[src/redriver_strap_resolve.sv]
// Package of constants and types for the redriver mode selection logic,
// followed by the four-level strap resolver that the mode logic instantiates.
// Assumes every strap arrives as a two-bit comparator code from the pad ring,
// asynchronous to i_ref_clk.
//
// Behaviour
// - Select code 0 gives pin mode, R test mode with I2C, F pin mode without snoop, 1 I2C mode.
// - With select code 0 the shared clock pin is the orientation flip, else the I2C clock.
// - With select code 0 the shared data pin is the USB switch control, else the I2C data.
// - In pin mode DisplayPort follows its enable pin, high on and low off; else I2C sets it.
// - In pin mode hot-plug low over 2 ms turns off all DisplayPort lanes; AUX-SBU stays closed.
// - The AUX pair is routed to SBU1 or SBU2 by plug orientation and is used for AUX snooping unless select code is F.
// - The two downstream equalizer straps select the downstream receiver gain, up to 11 dB.
// - Upstream straps set upstream gain, up to 9.4 dB, and the I2C address unless select is 0.
// - The two direction-format pins together select the data-path direction format.
// - Swap at 1 exchanges directions and equalizer settings of the two sides; 0 leaves them.
// - Low sleep stops receiver detect, and LOS/LFPS in U2/U3 or termination when disconnected.

`timescale 1ns/1ns

package redriver_pkg;

  localparam logic [1:0] LVL_ZERO  = 2'h0;
  localparam logic [1:0] LVL_RES   = 2'h1;
  localparam logic [1:0] LVL_FLOAT = 2'h2;
  localparam logic [1:0] LVL_ONE   = 2'h3;

  localparam int unsigned CLK_PERIOD_NS  = 4;
  localparam int unsigned HPD_LOW_TIME_NS = 2_000_000;
  // A longest wait rounds down to whole cycles.
  localparam int unsigned HPD_LOW_CYCLES = HPD_LOW_TIME_NS / CLK_PERIOD_NS;
  localparam int unsigned HPD_CNT_W      = 20;

  localparam int unsigned STRAP_STABLE_CYCLES = 16;

  localparam int unsigned EQ_DOWN_MAX_DB_X10 = 110;
  localparam int unsigned EQ_UP_MAX_DB_X10   = 94;

  localparam logic [2:0] I2C_ADDR_BASE = 3'h2;

  typedef enum logic [1:0] {
    MODE_PIN_STRAP = 2'h0,
    MODE_TEST_I2C  = 2'h1,
    MODE_PIN_NOSNP = 2'h2,
    MODE_I2C       = 2'h3
  } ctl_mode_t;

  typedef enum logic [1:0] {
    HPD_PRESENT = 2'h0,
    HPD_TIMING  = 2'h1,
    HPD_EXPIRED = 2'h3
  } hpd_state_t;

  typedef struct packed {
    logic [1:0] ctl_sel;
    logic [1:0] down_eq_sel_lo;
    logic [1:0] down_eq_sel_hi;
    logic [1:0] up_eq_addr_lo;
    logic [1:0] up_eq_addr_hi;
  } strap_codes_t;

  typedef struct packed {
    logic rx_detect_en;
    logic los_lfps_en;
    logic rx_term_en;
  } rx_power_t;

endpackage

//////////////////////////////////////////////////////////////////////////////

module strap_resolve
  import redriver_pkg::*;
#(
  parameter int unsigned NUM_STRAPS    = 5,
  parameter int unsigned STABLE_CYCLES = STRAP_STABLE_CYCLES
) (
  input  wire logic                      i_ref_clk,
  input  wire logic                      i_reset_n,
  input  wire logic                      i_clk_en,
  input  wire logic [2*NUM_STRAPS-1:0]   i_level,
  output logic      [2*NUM_STRAPS-1:0]   o_code
);

  // The eight-bit stability counter cannot serve longer windows.
  if (NUM_STRAPS < 1 || STABLE_CYCLES < 2 || STABLE_CYCLES > 255) begin : g_bad_params
    $error("strap_resolve: unsupported parameters");
  end

  // A code must hold for STABLE_CYCLES + 1 samples before it is taken, so a
  // strap passing between thresholds never yields a transient mode.
  genvar g;
  generate
    for (g = 0; g < NUM_STRAPS; g++) begin : g_strap
      logic [1:0] meta_reg;
      logic [1:0] sync_reg;
      logic [1:0] cand_reg;
      logic [7:0] cnt_reg;
      logic [1:0] code_reg;

      always_ff @(posedge i_ref_clk or negedge i_reset_n) begin
        if (!i_reset_n) begin
          meta_reg <= 2'h0;
          sync_reg <= 2'h0;
        end else if (i_clk_en) begin
          meta_reg <= i_level[2*g +: 2];
          sync_reg <= meta_reg;
        end
      end

      always_ff @(posedge i_ref_clk or negedge i_reset_n) begin
        if (!i_reset_n) begin
          cand_reg <= 2'h0;
          cnt_reg  <= 8'h00;
          code_reg <= LVL_ZERO;
        end else if (i_clk_en) begin
          if (sync_reg != cand_reg) begin
            cand_reg <= sync_reg;
            cnt_reg  <= 8'h00;
          end else if (cnt_reg == 8'(STABLE_CYCLES - 1)) begin
            code_reg <= cand_reg;
          end else begin
            cnt_reg <= cnt_reg + 8'h01;
          end
        end
      end

      assign o_code[2*g +: 2] = code_reg;
    end
  endgenerate

endmodule

[src/redriver_mode_select.sv]
// Mode selection and control steering for a four-lane Type-C redriver.
// Assumes two-level pins are asynchronous and are synchronised here; the
// I2C engine, the link state tracker and the analog lanes share i_ref_clk.

`timescale 1ns/1ns

module redriver_mode_select
  import redriver_pkg::*;
#(
  parameter int unsigned HPD_TIMEOUT_CYCLES = HPD_LOW_CYCLES,
  parameter int unsigned STABLE_CYCLES      = STRAP_STABLE_CYCLES
) (
  input  wire logic        i_ref_clk,
  input  wire logic        i_reset_n,
  input  wire logic        i_clk_en,
  input  wire logic [1:0]  i_ctl_sel_lvl,
  input  wire logic [1:0]  i_down_eq_sel_lo,
  input  wire logic [1:0]  i_down_eq_sel_hi,
  input  wire logic [1:0]  i_up_eq_addr_lo,
  input  wire logic [1:0]  i_up_eq_addr_hi,
  input  wire logic        i_flip_scl_pin,
  input  wire logic        i_usb_switch_ctl,
  input  wire logic        i_dp_enable_ctl,
  input  wire logic        i_hot_plug_in,
  input  wire logic        i_swap,
  input  wire logic        i_sleep_n,
  input  wire logic        i_direction_fmt_lo,
  input  wire logic        i_direction_fmt_hi,
  input  wire logic        i_i2c_flip,
  input  wire logic        i_i2c_usb_en,
  input  wire logic        i_i2c_dp_en,
  input  wire logic        i_link_low_power,
  input  wire logic        i_link_disconnected,
  output logic [1:0]       o_mode,
  output logic             o_i2c_en,
  output logic             o_i2c_scl,
  output logic             o_i2c_sda,
  output logic             o_flip,
  output logic             o_usb_en,
  output logic             o_dp_en,
  output logic             o_dp_lanes_en,
  output logic             o_aux_sbu_closed,
  output logic             o_aux_to_sbu2,
  output logic             o_aux_snoop_en,
  output logic [3:0]       o_down_eq,
  output logic [3:0]       o_up_eq,
  output logic [6:0]       o_i2c_addr,
  output logic [1:0]       o_dir_fmt,
  output logic             o_dir_swap,
  output logic             o_rx_detect_en,
  output logic             o_los_lfps_en,
  output logic             o_rx_term_en
);

  // Elaboration stops here when the timeout cannot fit the hot-plug counter.
  if (HPD_TIMEOUT_CYCLES < 2 || HPD_TIMEOUT_CYCLES >= (1 << HPD_CNT_W)) begin : g_bad_timeout
    $error("redriver_mode_select: HPD_TIMEOUT_CYCLES out of range");
  end

  //////////////////////////////////////////////////////////////////////////////
  // Strap resolution and two-level pin synchronisers.

  strap_codes_t straps;

  strap_resolve #(
    .NUM_STRAPS    (5),
    .STABLE_CYCLES (STABLE_CYCLES)
  ) u_straps (
    .i_ref_clk (i_ref_clk),
    .i_reset_n (i_reset_n),
    .i_clk_en  (i_clk_en),
    .i_level   ({i_ctl_sel_lvl, i_down_eq_sel_lo, i_down_eq_sel_hi,
                 i_up_eq_addr_lo, i_up_eq_addr_hi}),
    .o_code    (straps)
  );

  localparam int unsigned NUM_PINS = 8;

  logic [NUM_PINS-1:0] pin_raw;
  logic [NUM_PINS-1:0] pin_meta_reg;
  logic [NUM_PINS-1:0] pin_sync_reg;

  assign pin_raw = {i_flip_scl_pin, i_usb_switch_ctl, i_dp_enable_ctl, i_hot_plug_in,
                    i_swap, i_sleep_n, i_direction_fmt_hi, i_direction_fmt_lo};

  // Sleep resets to 1 so receiver detection starts enabled, as its default.
  localparam logic [NUM_PINS-1:0] PIN_RESET = 8'h04;

  genvar p;
  generate
    for (p = 0; p < NUM_PINS; p++) begin : g_pin
      always_ff @(posedge i_ref_clk or negedge i_reset_n) begin
        if (!i_reset_n) begin
          pin_meta_reg[p] <= PIN_RESET[p];
          pin_sync_reg[p] <= PIN_RESET[p];
        end else if (i_clk_en) begin
          pin_meta_reg[p] <= pin_raw[p];
          pin_sync_reg[p] <= pin_meta_reg[p];
        end
      end
    end
  endgenerate

  logic flip_scl_s;
  logic usb_sda_s;
  logic dp_ctl_s;
  logic hpd_s;
  logic swap_s;
  logic sleep_n_s;
  logic [1:0] dir_s;

  assign flip_scl_s = pin_sync_reg[7];
  assign usb_sda_s  = pin_sync_reg[6];
  assign dp_ctl_s   = pin_sync_reg[5];
  assign hpd_s      = pin_sync_reg[4];
  assign swap_s     = pin_sync_reg[3];
  assign sleep_n_s  = pin_sync_reg[2];
  assign dir_s      = pin_sync_reg[1:0];

  //////////////////////////////////////////////////////////////////////////////
  // Mode decode.

  ctl_mode_t mode;
  logic      pin_strap;
  logic      shared_gpio;

  always_comb begin
    unique case (straps.ctl_sel)
      LVL_ZERO:  mode = MODE_PIN_STRAP;
      LVL_RES:   mode = MODE_TEST_I2C;
      LVL_FLOAT: mode = MODE_PIN_NOSNP;
      LVL_ONE:   mode = MODE_I2C;
    endcase
  end

  assign pin_strap   = (mode == MODE_PIN_STRAP) || (mode == MODE_PIN_NOSNP);
  assign shared_gpio = (straps.ctl_sel == LVL_ZERO);

  always_ff @(posedge i_ref_clk or negedge i_reset_n) begin
    if (!i_reset_n) begin
      o_mode         <= MODE_PIN_STRAP;
      o_i2c_en       <= 1'b0;
      o_aux_snoop_en <= 1'b0;
    end else if (i_clk_en) begin
      o_mode         <= mode;
      o_i2c_en       <= !pin_strap;
      o_aux_snoop_en <= (mode != MODE_PIN_NOSNP);
    end
  end

  //////////////////////////////////////////////////////////////////////////////
  // Shared pin steering. The I2C lines idle high with select code 0 and follow the shared pins otherwise.

  logic flip_now;

  assign flip_now = shared_gpio ? flip_scl_s : i_i2c_flip;

  always_ff @(posedge i_ref_clk or negedge i_reset_n) begin
    if (!i_reset_n) begin
      o_i2c_scl <= 1'b1;
      o_i2c_sda <= 1'b1;
      o_flip    <= 1'b0;
      o_usb_en  <= 1'b0;
    end else if (i_clk_en) begin
      o_i2c_scl <= shared_gpio ? 1'b1 : flip_scl_s;
      o_i2c_sda <= shared_gpio ? 1'b1 : usb_sda_s;
      o_flip    <= flip_now;
      o_usb_en  <= shared_gpio ? usb_sda_s : i_i2c_usb_en;
    end
  end

  //////////////////////////////////////////////////////////////////////////////
  // Hot-plug timeout. Counting only while low means any high sample restarts
  // the full window, so a short glitch never drops the lanes.

  hpd_state_t           hpd_state_reg;
  logic [HPD_CNT_W-1:0] hpd_cnt_reg;

  always_ff @(posedge i_ref_clk or negedge i_reset_n) begin
    if (!i_reset_n) begin
      hpd_state_reg <= HPD_PRESENT;
      hpd_cnt_reg   <= '0;
    end else if (i_clk_en) begin
      if (hpd_s || !pin_strap) begin
        hpd_state_reg <= HPD_PRESENT;
        hpd_cnt_reg   <= '0;
      end else begin
        unique case (hpd_state_reg)
          HPD_PRESENT: begin
            hpd_state_reg <= HPD_TIMING;
            hpd_cnt_reg   <= HPD_CNT_W'(1);
          end
          HPD_TIMING: begin
            if (hpd_cnt_reg >= HPD_CNT_W'(HPD_TIMEOUT_CYCLES)) begin
              hpd_state_reg <= HPD_EXPIRED;
            end else begin
              hpd_cnt_reg <= hpd_cnt_reg + HPD_CNT_W'(1);
            end
          end
          HPD_EXPIRED: hpd_state_reg <= HPD_EXPIRED;
          default:     hpd_state_reg <= HPD_PRESENT;
        endcase
      end
    end
  end

  //////////////////////////////////////////////////////////////////////////////
  // DisplayPort enable and AUX routing.

  logic dp_en_now;

  assign dp_en_now = pin_strap ? dp_ctl_s : i_i2c_dp_en;

  always_ff @(posedge i_ref_clk or negedge i_reset_n) begin
    if (!i_reset_n) begin
      o_dp_en          <= 1'b0;
      o_dp_lanes_en    <= 1'b0;
      o_aux_sbu_closed <= 1'b0;
      o_aux_to_sbu2    <= 1'b0;
    end else if (i_clk_en) begin
      o_dp_en          <= dp_en_now;
      o_dp_lanes_en    <= dp_en_now && (hpd_state_reg != HPD_EXPIRED);
      // The switch stays closed through a hot-plug timeout.
      o_aux_sbu_closed <= dp_en_now;
      o_aux_to_sbu2    <= flip_now;
    end
  end

  //////////////////////////////////////////////////////////////////////////////
  // Equalizer, address, direction and swap.

  logic [3:0] down_eq_now;
  logic [3:0] up_eq_now;

  assign down_eq_now = {straps.down_eq_sel_hi, straps.down_eq_sel_lo};
  assign up_eq_now   = {straps.up_eq_addr_hi, straps.up_eq_addr_lo};

  always_ff @(posedge i_ref_clk or negedge i_reset_n) begin
    if (!i_reset_n) begin
      o_down_eq  <= 4'h0;
      o_up_eq    <= 4'h0;
      o_i2c_addr <= 7'h00;
      o_dir_fmt  <= 2'h0;
      o_dir_swap <= 1'b0;
    end else if (i_clk_en) begin
      o_down_eq  <= swap_s ? up_eq_now : down_eq_now;
      o_up_eq    <= swap_s ? down_eq_now : up_eq_now;
      o_i2c_addr <= shared_gpio ? 7'h00 : {I2C_ADDR_BASE, up_eq_now};
      o_dir_fmt  <= dir_s;
      o_dir_swap <= swap_s;
    end
  end

  //////////////////////////////////////////////////////////////////////////////
  // Receiver power control.

  rx_power_t rx_now;

  always_comb begin
    rx_now = '{rx_detect_en: 1'b1, los_lfps_en: 1'b1, rx_term_en: 1'b1};
    if (!sleep_n_s) begin
      rx_now.rx_detect_en = 1'b0;
      if (i_link_disconnected) begin
        rx_now.rx_term_en = 1'b0;
      end else if (i_link_low_power) begin
        rx_now.los_lfps_en = 1'b0;
      end
    end
  end

  always_ff @(posedge i_ref_clk or negedge i_reset_n) begin
    if (!i_reset_n) begin
      o_rx_detect_en <= 1'b1;
      o_los_lfps_en  <= 1'b1;
      o_rx_term_en   <= 1'b1;
    end else if (i_clk_en) begin
      o_rx_detect_en <= rx_now.rx_detect_en;
      o_los_lfps_en  <= rx_now.los_lfps_en;
      o_rx_term_en   <= rx_now.rx_term_en;
    end
  end

endmodule

[config.mk]
export PLATFORM = sky130hd
export DESIGN_NAME = redriver_mode_select
export DESIGN_NICKNAME = d
export VERILOG_FILES = /design/src/redriver_strap_resolve.sv /design/src/redriver_mode_select.sv
export SDC_FILE = /design/constraint.sdc
export NUM_CORES = 1
export LEC_CHECK = 0
export ABC_CLOCK_PERIOD_IN_PS = 3500
export BUFFER_PORTS_ARGS = -buffer_cell sky130_fd_sc_hd__clkbuf_2
export CAP_MARGIN = 15
export CORE_AREA = 5 5 145 91
export DETAILED_ROUTE_END_ITERATION = 6
export DIE_AREA = 0 0 150 96
export MAX_ROUTING_LAYER = met4
export PLACE_DENSITY = 0.79
export SYNTH_ARGS = -nofsm -noshare
export SYNTH_HDL_FRONTEND = slang
export SYNTH_HIERARCHICAL = 1
export SYNTH_SLANG_ARGS = --single-unit
[constraint.sdc]
create_clock -name i_ref_clk -period 3.5 [get_ports i_ref_clk]
set_input_delay 0.175 -clock i_ref_clk [delete_from_list [all_inputs] [get_ports i_ref_clk]]
set_output_delay 0.175 -clock i_ref_clk [all_outputs]
set_load 0.01 [all_outputs]
Yosys cells after proc, flatten, opt, wreduce, memory -nomap -nowiden:

Cells that the tools add are included.

* flip-flop bits (word level): 149
* word-level logic and storage cells: 151
* input port bits: 26
* output and inout bits: 33

* eq/ne operators: 25
* reductions and logical operators: 25
* multiplexer cells: 29
* $lt $le $gt $ge: 1
* bitwise operators: 5
* add/subtract/negate cells: 6

Operators by type and width (number)
* 8-bit two-way mux: 10
* 8-bit by 1-bit adder with 8-bit output, second input constant: 5
* 8-bit by 4-bit == test with 1-bit output, second input constant: 5
* 20-bit two-way mux: 2
* 20-bit case mux with 2 select lines: 1
* 2-bit AND reduction: 11
* 20-bit by 1-bit adder with 20-bit output, second input constant: 1
* 20-bit by 19-bit >= comparator with 1-bit output, second input constant: 1
* 3-bit AND reduction: 6
* 2-bit by 1-bit != test with 1-bit output, second input constant: 5
* 2-bit != test: 5
* 2-bit == test, second input constant: 4
* 1-bit two-way mux: 8
* 4-bit two-way mux: 2
* 2-bit case mux with 4 select lines: 1
* 2-bit logical NOT: 3
* 6-bit two-way mux: 1
* 3-bit != test, second input constant: 2
* 2-bit case mux with 3 select lines: 1
* 1-bit NOT: 5
* 2-bit by 1-bit == test with 1-bit output, second input constant: 2
* 2-bit two-way mux: 2
* 2-bit != test, second input constant: 2
* 3-bit two-way mux: 1
* other kinds (4): 5

Longest topological paths before layout:

Gate-level depths: netlist of the first run.

* word-level depth: 8
* gate-level depth with buffers: 6
* mapped depth without buffers: 6

By module:

The synthesis of the first run kept the hierarchy.

By module, submodules not included
* strap_resolve: area each 3793.6 µm², cells each 343, times used 1
* redriver_mode_select: area each 3081.7 µm², cells each 275, times used 1

Worst setup path after synthesis of the first run:

No wires, ideal clock.

* path kind: reg-to-reg
* start: reg u_straps.g_strap[4].code_reg[0]
* end: reg hpd_cnt_reg[4]
* slack: 1761 ps
* cell stages (with the launch flop): 6
* library setup time: 101 ps
* arrival time: 1639 ps
* cell sequence: dfrtp_1 -> or3b_4 -> nor4_4 -> a21oi_2 -> or2_1 -> o32ai_1

* cells in the longest elaborated chain, start to end: 8

RTL lines
* start: declaration: RTL line redriver_strap_resolve.sv:99 `logic [1:0] code_reg;`
* start signal: assignment: RTL line redriver_strap_resolve.sv:121 `code_reg <= cand_reg;`
* 2-bit == test, or another cell as far along: RTL line redriver_mode_select.sv:128 `unique case (straps.ctl_sel)`
* 2-bit case mux with 4 select lines (*): RTL line redriver_mode_select.sv:128
* 2-bit == test or 2-bit logical NOT (tied branches): RTL line redriver_mode_select.sv:136 `assign pin_strap = (mode == MODE_PIN_STRAP) || (mode == MODE_PIN_NOSNP);`
* 1-bit logical OR (*): RTL line redriver_mode_select.sv:136
* 1-bit logical NOT (*): RTL line redriver_mode_select.sv:184 `if (hpd_s || !pin_strap) begin`
* 1-bit logical OR (*): RTL line redriver_mode_select.sv:184
* 3-bit != test (no source line) or 3-bit nonzero test (tied branches)
* 3-bit AND reduction (no source line)
* end signal: assignment: RTL line redriver_mode_select.sv:197 `hpd_cnt_reg <= hpd_cnt_reg + HPD_CNT_W'(1);`
* end: declaration: RTL line redriver_mode_select.sv:177 `logic [HPD_CNT_W-1:0] hpd_cnt_reg;`

Mark *: on every way between the ends. The rest lies on a longest branch, timed or not.
A chain may end at the register's enable or synchronous reset.

Worst setup path in the final report of the first run:

* start: reg hpd_cnt_reg[12]
* end: reg hpd_cnt_reg[0]

* cells in the longest elaborated chain, start to end: 3

RTL lines
* 20-bit by 19-bit >= comparator with 1-bit output: RTL line redriver_mode_select.sv:194 `if (hpd_cnt_reg >= HPD_CNT_W'(HPD_TIMEOUT_CYCLES)) begin`
* 3-bit != test (no source line)
* 3-bit AND reduction (no source line)

No other way between the ends.

==> run metrics, run 1 <==
max_slew headroom=36.7%; post-synthesis sequential area ratio=53.3%; #FFs+latches synth=146; Vias=5,213; total of max-cap violations=0; Max IR drop VDD=361 µV; Hold EP=pin_meta_reg[6]$_DFFE_PN0P_; number of flip-flops in the largest register=40; Tmin final=2190 ps; Top FF cell, synth=dfrtp_1; DR DRC count=0; Die H=96 µm; slowest library cell on the worst path=a2bb2oi_2; Final Power=4540 µW; CP required=3790 ps; Nets=720; I/O Pins=59; xor and xnor area share after synthesis=1.53%; routed wire length=14,800 µm; first-pass GRT wire length=24,900 µm; post-CTS sizing=0; final setup fails=0; Worst Skew=11.2 ps; Crit path depth=5; Least-Margin Pin Slew=949 ps; Final Hold Fails=0; Via density=6.03; depth of the worst hold-timing path=2; mapped cell area=6880 µm²; CTS Buf Count=17; dominant cell type by area after synthesis=dfrtp_1; die area=14,400 µm²; DR pass1 iterations=5; crit path DAT=2470 ps; largest family of logic cells by synthesized area=compound AO/OA/AOI/OAI gates; Post-Synth Simple-Gate Area=13.8%; RSZ-0062 raised after global routing=false; status=finished, final reports clean; r2r endpoint=hpd_cnt_reg[0]$_DFFE_PN0P_; CTS max path bufs=2; Antenna Nets Post-Route=0; Startpoint Class=register; per-cell routed wire length=17.1 µm; largest net degree at the start of global routing=107; Adder-Cell Fraction of Synth Area=1.27%; initial antenna violation count=0; max-slew violations=0; Clock Root Buffer=clkbuf_16; area share of the largest cell type after synthesis=50.6%; CTS tree=done; H-tree depth=4; number of DRC markers in iteration 0=431; Post-synth ARST share=100%; P&R area growth vs syn=17.7%; FMAX=457 MHz; Post-CTS Setup Repair Bufs=0; Post-synth EDFFs=0; ranking of synthesized cells by area=dfrtp_1 51%, mux2_2 10%, a21oi_1 3.1%; Layout Utilization=68.6%; CP Capture Type=register; Final Wtd Congestion=0.874; Setup TNS=0 ps; YS warnings=6; syn avg cell area=11.1 µm²; worst hold start=i_usb_switch_ctl; die width=150 µm; r2r setup slk=1310 ps; Clk pin slew, worst setup/hold paths=60 ps; Initial Util=58.3%; Compound-Gate Fraction of Synth Area=14.8%; Mapped Cells=618; pwr/cell area=561 nW/µm²; Layout Cells excl Fill=865; core area=11,800 µm²; vias in the first global route=5,149; WHS=15.8 ps; CTS hold repair buffers=18; layout cells sized above 1=25.4%; Lkg Pwr=0.00358 µW; Cell Rows=31; post-route clock period utilization=62.5%; half-perimeter wire length after placement=9690 µm; number of antenna diodes=0; clock latency at the later pin of the worst-skew pair=420 ps; CTS Sinks=146; critical path's largest stage delay=630 ps; R2R cell count=5; mux share of post-synthesis cell area=12.5%; Buf+Inv Stages, Crit Path=0; Cell variety after synth=61; Post-Place Cells=815; Top delay family on crit path=compound AO/OA/AOI/OAI gates; Setup CP Type=reg -> reg; Worst Hold Class=in -> reg; CP Max Fanout=19; r2r startpoint=hpd_cnt_reg[12]$_DFFE_PN0P_; PortBufs=56; gr usage total=22.2%; cells along the critical path=nand4bb_1 -> a211o_1 -> a2bb2oi_2 -> a21oi_1 -> mux2i_1; grt ovf=0
-- cell type report --
type,instances,area [µm²]
tap,165,206
clock buffer,17,425
sequential,146,3660
fill,863,3700
inverter,15,56.3
multi-input combinational,430,3030
timing repair buffer,77,504
clock inverter,15,214
-- metrics by stage --
step	worst slack, ps	area, µm²
2_1_floorplan	1760	6880
3_3_place_gp	1460	7270
3_5_place_dp	1390	7270
4_1_cts	1330	8090
5_1_grt	1200	8090
6_report	1310	8090
-- Yosys cell counts, drive strengths merged (2+ instances only) --
library cell,count
xnor2,2
a31oi,8
and3,16
and2,3
nor2b,8
a311oi,3
a22o,7
a21o,5
nand4,8
mux2,64
o31ai,20
ha,7
o21ai,30
o22ai,6
clkbuf,14
nand2b,3
nor3b,4
a211o,2
mux2i,14
or3,9
nor3,9
o211ai,2
nand3,26
xor2,10
dfrtp,139
nand2,35
a21oi,44
inv,15
nor4,8
buf,14
nor2,41
dfstp,7
or2,5
o311ai,15
o41ai,2
-- worst max path at each step --
stage                                                     start                          end  slack (ps)
finish                              hpd_cnt_reg[12]$_DFFE_PN0P_   hpd_cnt_reg[0]$_DFFE_PN0P_        1310
global route                        hpd_cnt_reg[12]$_DFFE_PN0P_  hpd_cnt_reg[14]$_DFFE_PN0P_        1200
CTS                                 hpd_cnt_reg[12]$_DFFE_PN0P_   hpd_cnt_reg[0]$_DFFE_PN0P_        1330
detailed placement                  hpd_cnt_reg[12]$_DFFE_PN0P_   hpd_cnt_reg[0]$_DFFE_PN0P_        1390
global placement                    hpd_cnt_reg[12]$_DFFE_PN0P_  hpd_cnt_reg[14]$_DFFE_PN0P_        1460
floorplan           u_straps/g_strap[4].code_reg[0]$_DFFE_PN0P_   hpd_cnt_reg[4]$_DFFE_PN0P_        1760
-- power breakdown --
group / switching, µW / total [µW] / internal [µW]
registers: 144 / 1980 / 1840
clock network: 753 / 1970 / 1220
logic: 332 / 585 / 253
-- cells by family (layout without fill, tap and decap cells) --
| logic type | Yosys count | after routing |
|---|---|---|
| buffers and inverters | 43 | 124 |
| XOR/XNOR | 12 | 12 |
| flip-flops | 146 | 146 |
| adder cells (fa/ha/maj) | 7 | 7 |
| other | 1 | 2 |
| AO/OA/AOI/OAI | 152 | 152 |
| multiplexers | 78 | 78 |
| AND/OR/NAND/NOR | 179 | 179 |
-- per-layer routing --
metal	routed length, µm	GRT usage, %	vias to the layer above
li1	-	-	2431
met1	6710	29.5	2563
met2	7100	34.5	187
met3	789	5.08	32
met4	218	7.23	0
met5	0	-	-
-- worst register-to-register path, cell delays in order (launching register included) --
cell       delay [ps]
dfrtp_1           440
nand4bb_1         250
a211o_1           300
a2bb2oi_2         630
a21oi_1           280
mux2i_1           170
-- placed cells by master, fill, tap and decap left out, drive strengths merged, types with 5 or more instances in the layout --
cell,instances
nor2,41
nand3,26
or2,5
buf,5
mux2i,14
nor4,8
dfstp,7
mux2,64
inv,24
dlygate4sd3,18
nand2,35
o311ai,15
o22ai,6
ha,7
a21oi,44
nor3,9
dfrtp,139
clkbuf,71
nor2b,8
a22o,7
o31ai,20
o21ai,30
a31oi,8
nand4,8
xor2,10
or3,9
a21o,5
and3,16
No activity file was read; power rests on OpenSTA's default activity.
==> run 2: changes to the inputs <==
--- a/config.mk
+++ b/config.mk
@@ -5,7 +5,7 @@
 export SDC_FILE = /design/constraint.sdc
 export NUM_CORES = 1
 export LEC_CHECK = 0
-export ABC_CLOCK_PERIOD_IN_PS = 3500
+export ABC_CLOCK_PERIOD_IN_PS = 2100
 export BUFFER_PORTS_ARGS = -buffer_cell sky130_fd_sc_hd__clkbuf_2
 export CAP_MARGIN = 15
 export CORE_AREA = 5 5 145 91
==> constraint.sdc (replaced) <==
create_clock -name i_ref_clk -period 2.1 [get_ports i_ref_clk]
set_input_delay 0.105 -clock i_ref_clk [delete_from_list [all_inputs] [get_ports i_ref_clk]]
set_output_delay 0.105 -clock i_ref_clk [all_outputs]
set_load 0.01 [all_outputs]
==> run 2 against run 1 <==
Count of clock-buffer cells in the layout stayed put. First-iteration DRC count is 15% lower. Setup slack worse by 1200 ps. Critical path depth stayed put. Sequential share of layout area is 0.86 points lower. Fmax is 8.3% higher. Global-route usage is 0.54 points higher. Flip-flop and latch count stayed put. Critical endpoint is now hpd_cnt_reg[4]$_DFFE_PN0P_. Sequential power is 67% higher. Largest cell class unchanged. Cell count is 2.1% higher. Clock skew is 1.0 ps higher. Clock power is 58% higher.
==> run metrics, run 2 (synthesis gave the netlist of run 1 again) <==
pwr/cell area=901 nW/µm²; Die H=96 µm; first-pass GRT wire length=25,400 µm; Lkg Pwr=0.00366 µW; die area=14,400 µm²; largest net degree at the start of global routing=47; CTS max path bufs=2; Least-Margin Pin Slew=523 ps; Final Wtd Congestion=0.928; core area=11,800 µm²; routed wire length=15,100 µm; DR DRC count=0; Clock Root Buffer=clkbuf_16; Final Hold Fails=0; Cell Rows=31; number of DRC markers in iteration 0=367; Worst Skew=12.2 ps; WHS=8.63 ps; DR pass1 iterations=5; FMAX=495 MHz; total of max-cap violations=0; Startpoint Class=register; per-cell routed wire length=17.1 µm; Antenna Nets Post-Route=0; Max IR drop VDD=464 µV; final setup fails=0; Tmin final=2020 ps; clock latency at the later pin of the worst-skew pair=420 ps; CP Max Fanout=8; RSZ-0062 raised after global routing=false; layout cells sized above 1=26.9%; vias in the first global route=5,253; number of flip-flops in the largest register=40; I/O Pins=59; PortBufs=56; CTS tree=done; grt ovf=0; P&R area growth vs syn=20.0%; CTS Buf Count=17; Initial Util=58.3%; Setup CP Type=reg -> reg; CP Capture Type=register; Via density=6.05; most common cell after layout, fill and taps aside=dfrtp_1; commonest cells after routing, fill and taps aside=139 x dfrtp_1, 64 x mux2_2, 54 x clkbuf_2; Nets=738; gr usage total=22.8%; final worst slack=79.2 ps; initial antenna violation count=0; crit path DAT=2340 ps; max-slew violations=0; H-tree depth=4; CP required=2410 ps; max_slew headroom=65.1%; die width=150 µm; number of antenna diodes=0; status=finished, final reports clean; Worst Hold Class=in -> reg; Post-CTS Setup Repair Bufs=0; half-perimeter wire length after placement=9950 µm; r2r setup slk=80 ps; Clk pin slew, worst setup/hold paths=70 ps; Vias=5,338; CTS Sinks=146; pre-CTS WS=112 ps; post-route clock period utilization=96.2%; Setup TNS=0 ps
==> run 2: final timing paths <==
check | start | end | depth (start not counted)
setup / recovery | u_straps/g_strap[4].code_reg[0]$_DFFE_PN0P_ | hpd_cnt_reg[4]$_DFFE_PN0P_ | 5
hold / removal | i_i2c_usb_en | o_usb_en$_DFFE_PN0P_ | 3
setup reg to reg | u_straps/g_strap[4].code_reg[0]$_DFFE_PN0P_ | hpd_cnt_reg[4]$_DFFE_PN0P_ | 5
hold reg to reg | pin_meta_reg[2]$_DFFE_PN1P_ | sleep_n_s$_DFFE_PN1P_ | 2
max in group asynchronous | i_reset_n | pin_meta_reg[2]$_DFFE_PN1P_ | 3
min in group asynchronous | i_reset_n | u_straps/g_strap[1].code_reg[1]$_DFFE_PN0P_ | 2
==> run 2: where the power goes <==
part | total, µW | internal (µW) | switching, µW
clock | 3120 | 1810 | 1310
combinational | 1010 | 460 | 552
sequential | 3300 | 3070 | 234
total | 7430 | 5330 | 2100
==> run 2: worst max-delay path, stage by stage (launching register included) <==
cell       delay, ps
dfrtp_1          470
or3b_4           490
a2111oi_4        270
a21oi_4          150
or2_1            270
o32ai_1          250
==> run 2: final cells by class <==
cell class	count	area, µm²
inverter	15	56.3
multi-input combinational	430	3030
clock buffer	17	425
clock inverter	15	194
timing repair buffer	95	674
fill	847	3540
tap	165	206
sequential	146	3660
==> run 2: per-stage QoR <==
stage | instances | cell area, µm² | util [%] | total power (µW)
global route | 883 | 8250 | 70.0 | 7770
global placement | 829 | 7400 | 62.8 | 4240
finish | 883 | 8250 | 70.0 | 7430
CTS | 883 | 8240 | 69.9 | 7470
floorplan | 619 | 6880 | - | 3960
detailed placement | 829 | 7400 | 62.8 | 4310
==> run 2: per-layer routing <==
metal	track usage [%]	up-vias	part of all wire (%)	routed length, µm
met5	-	-	0	0
met4	7.08	0	1.2	186
met3	5.93	29	6.0	906
met2	34.3	203	47	7100
met1	30.8	2639	46	6860
li1	-	2467	-	-
==> run 2: repair_timing <==
| action | 4_1_cts | 5_1_grt |
|---|---|---|
| endpoints found under the hold margin | 104 | 0 |
| resized for setup | 0 | 3 |
| hold buffers | 22 | 0 |
| setup endpoints to repair | 0 | 7 |
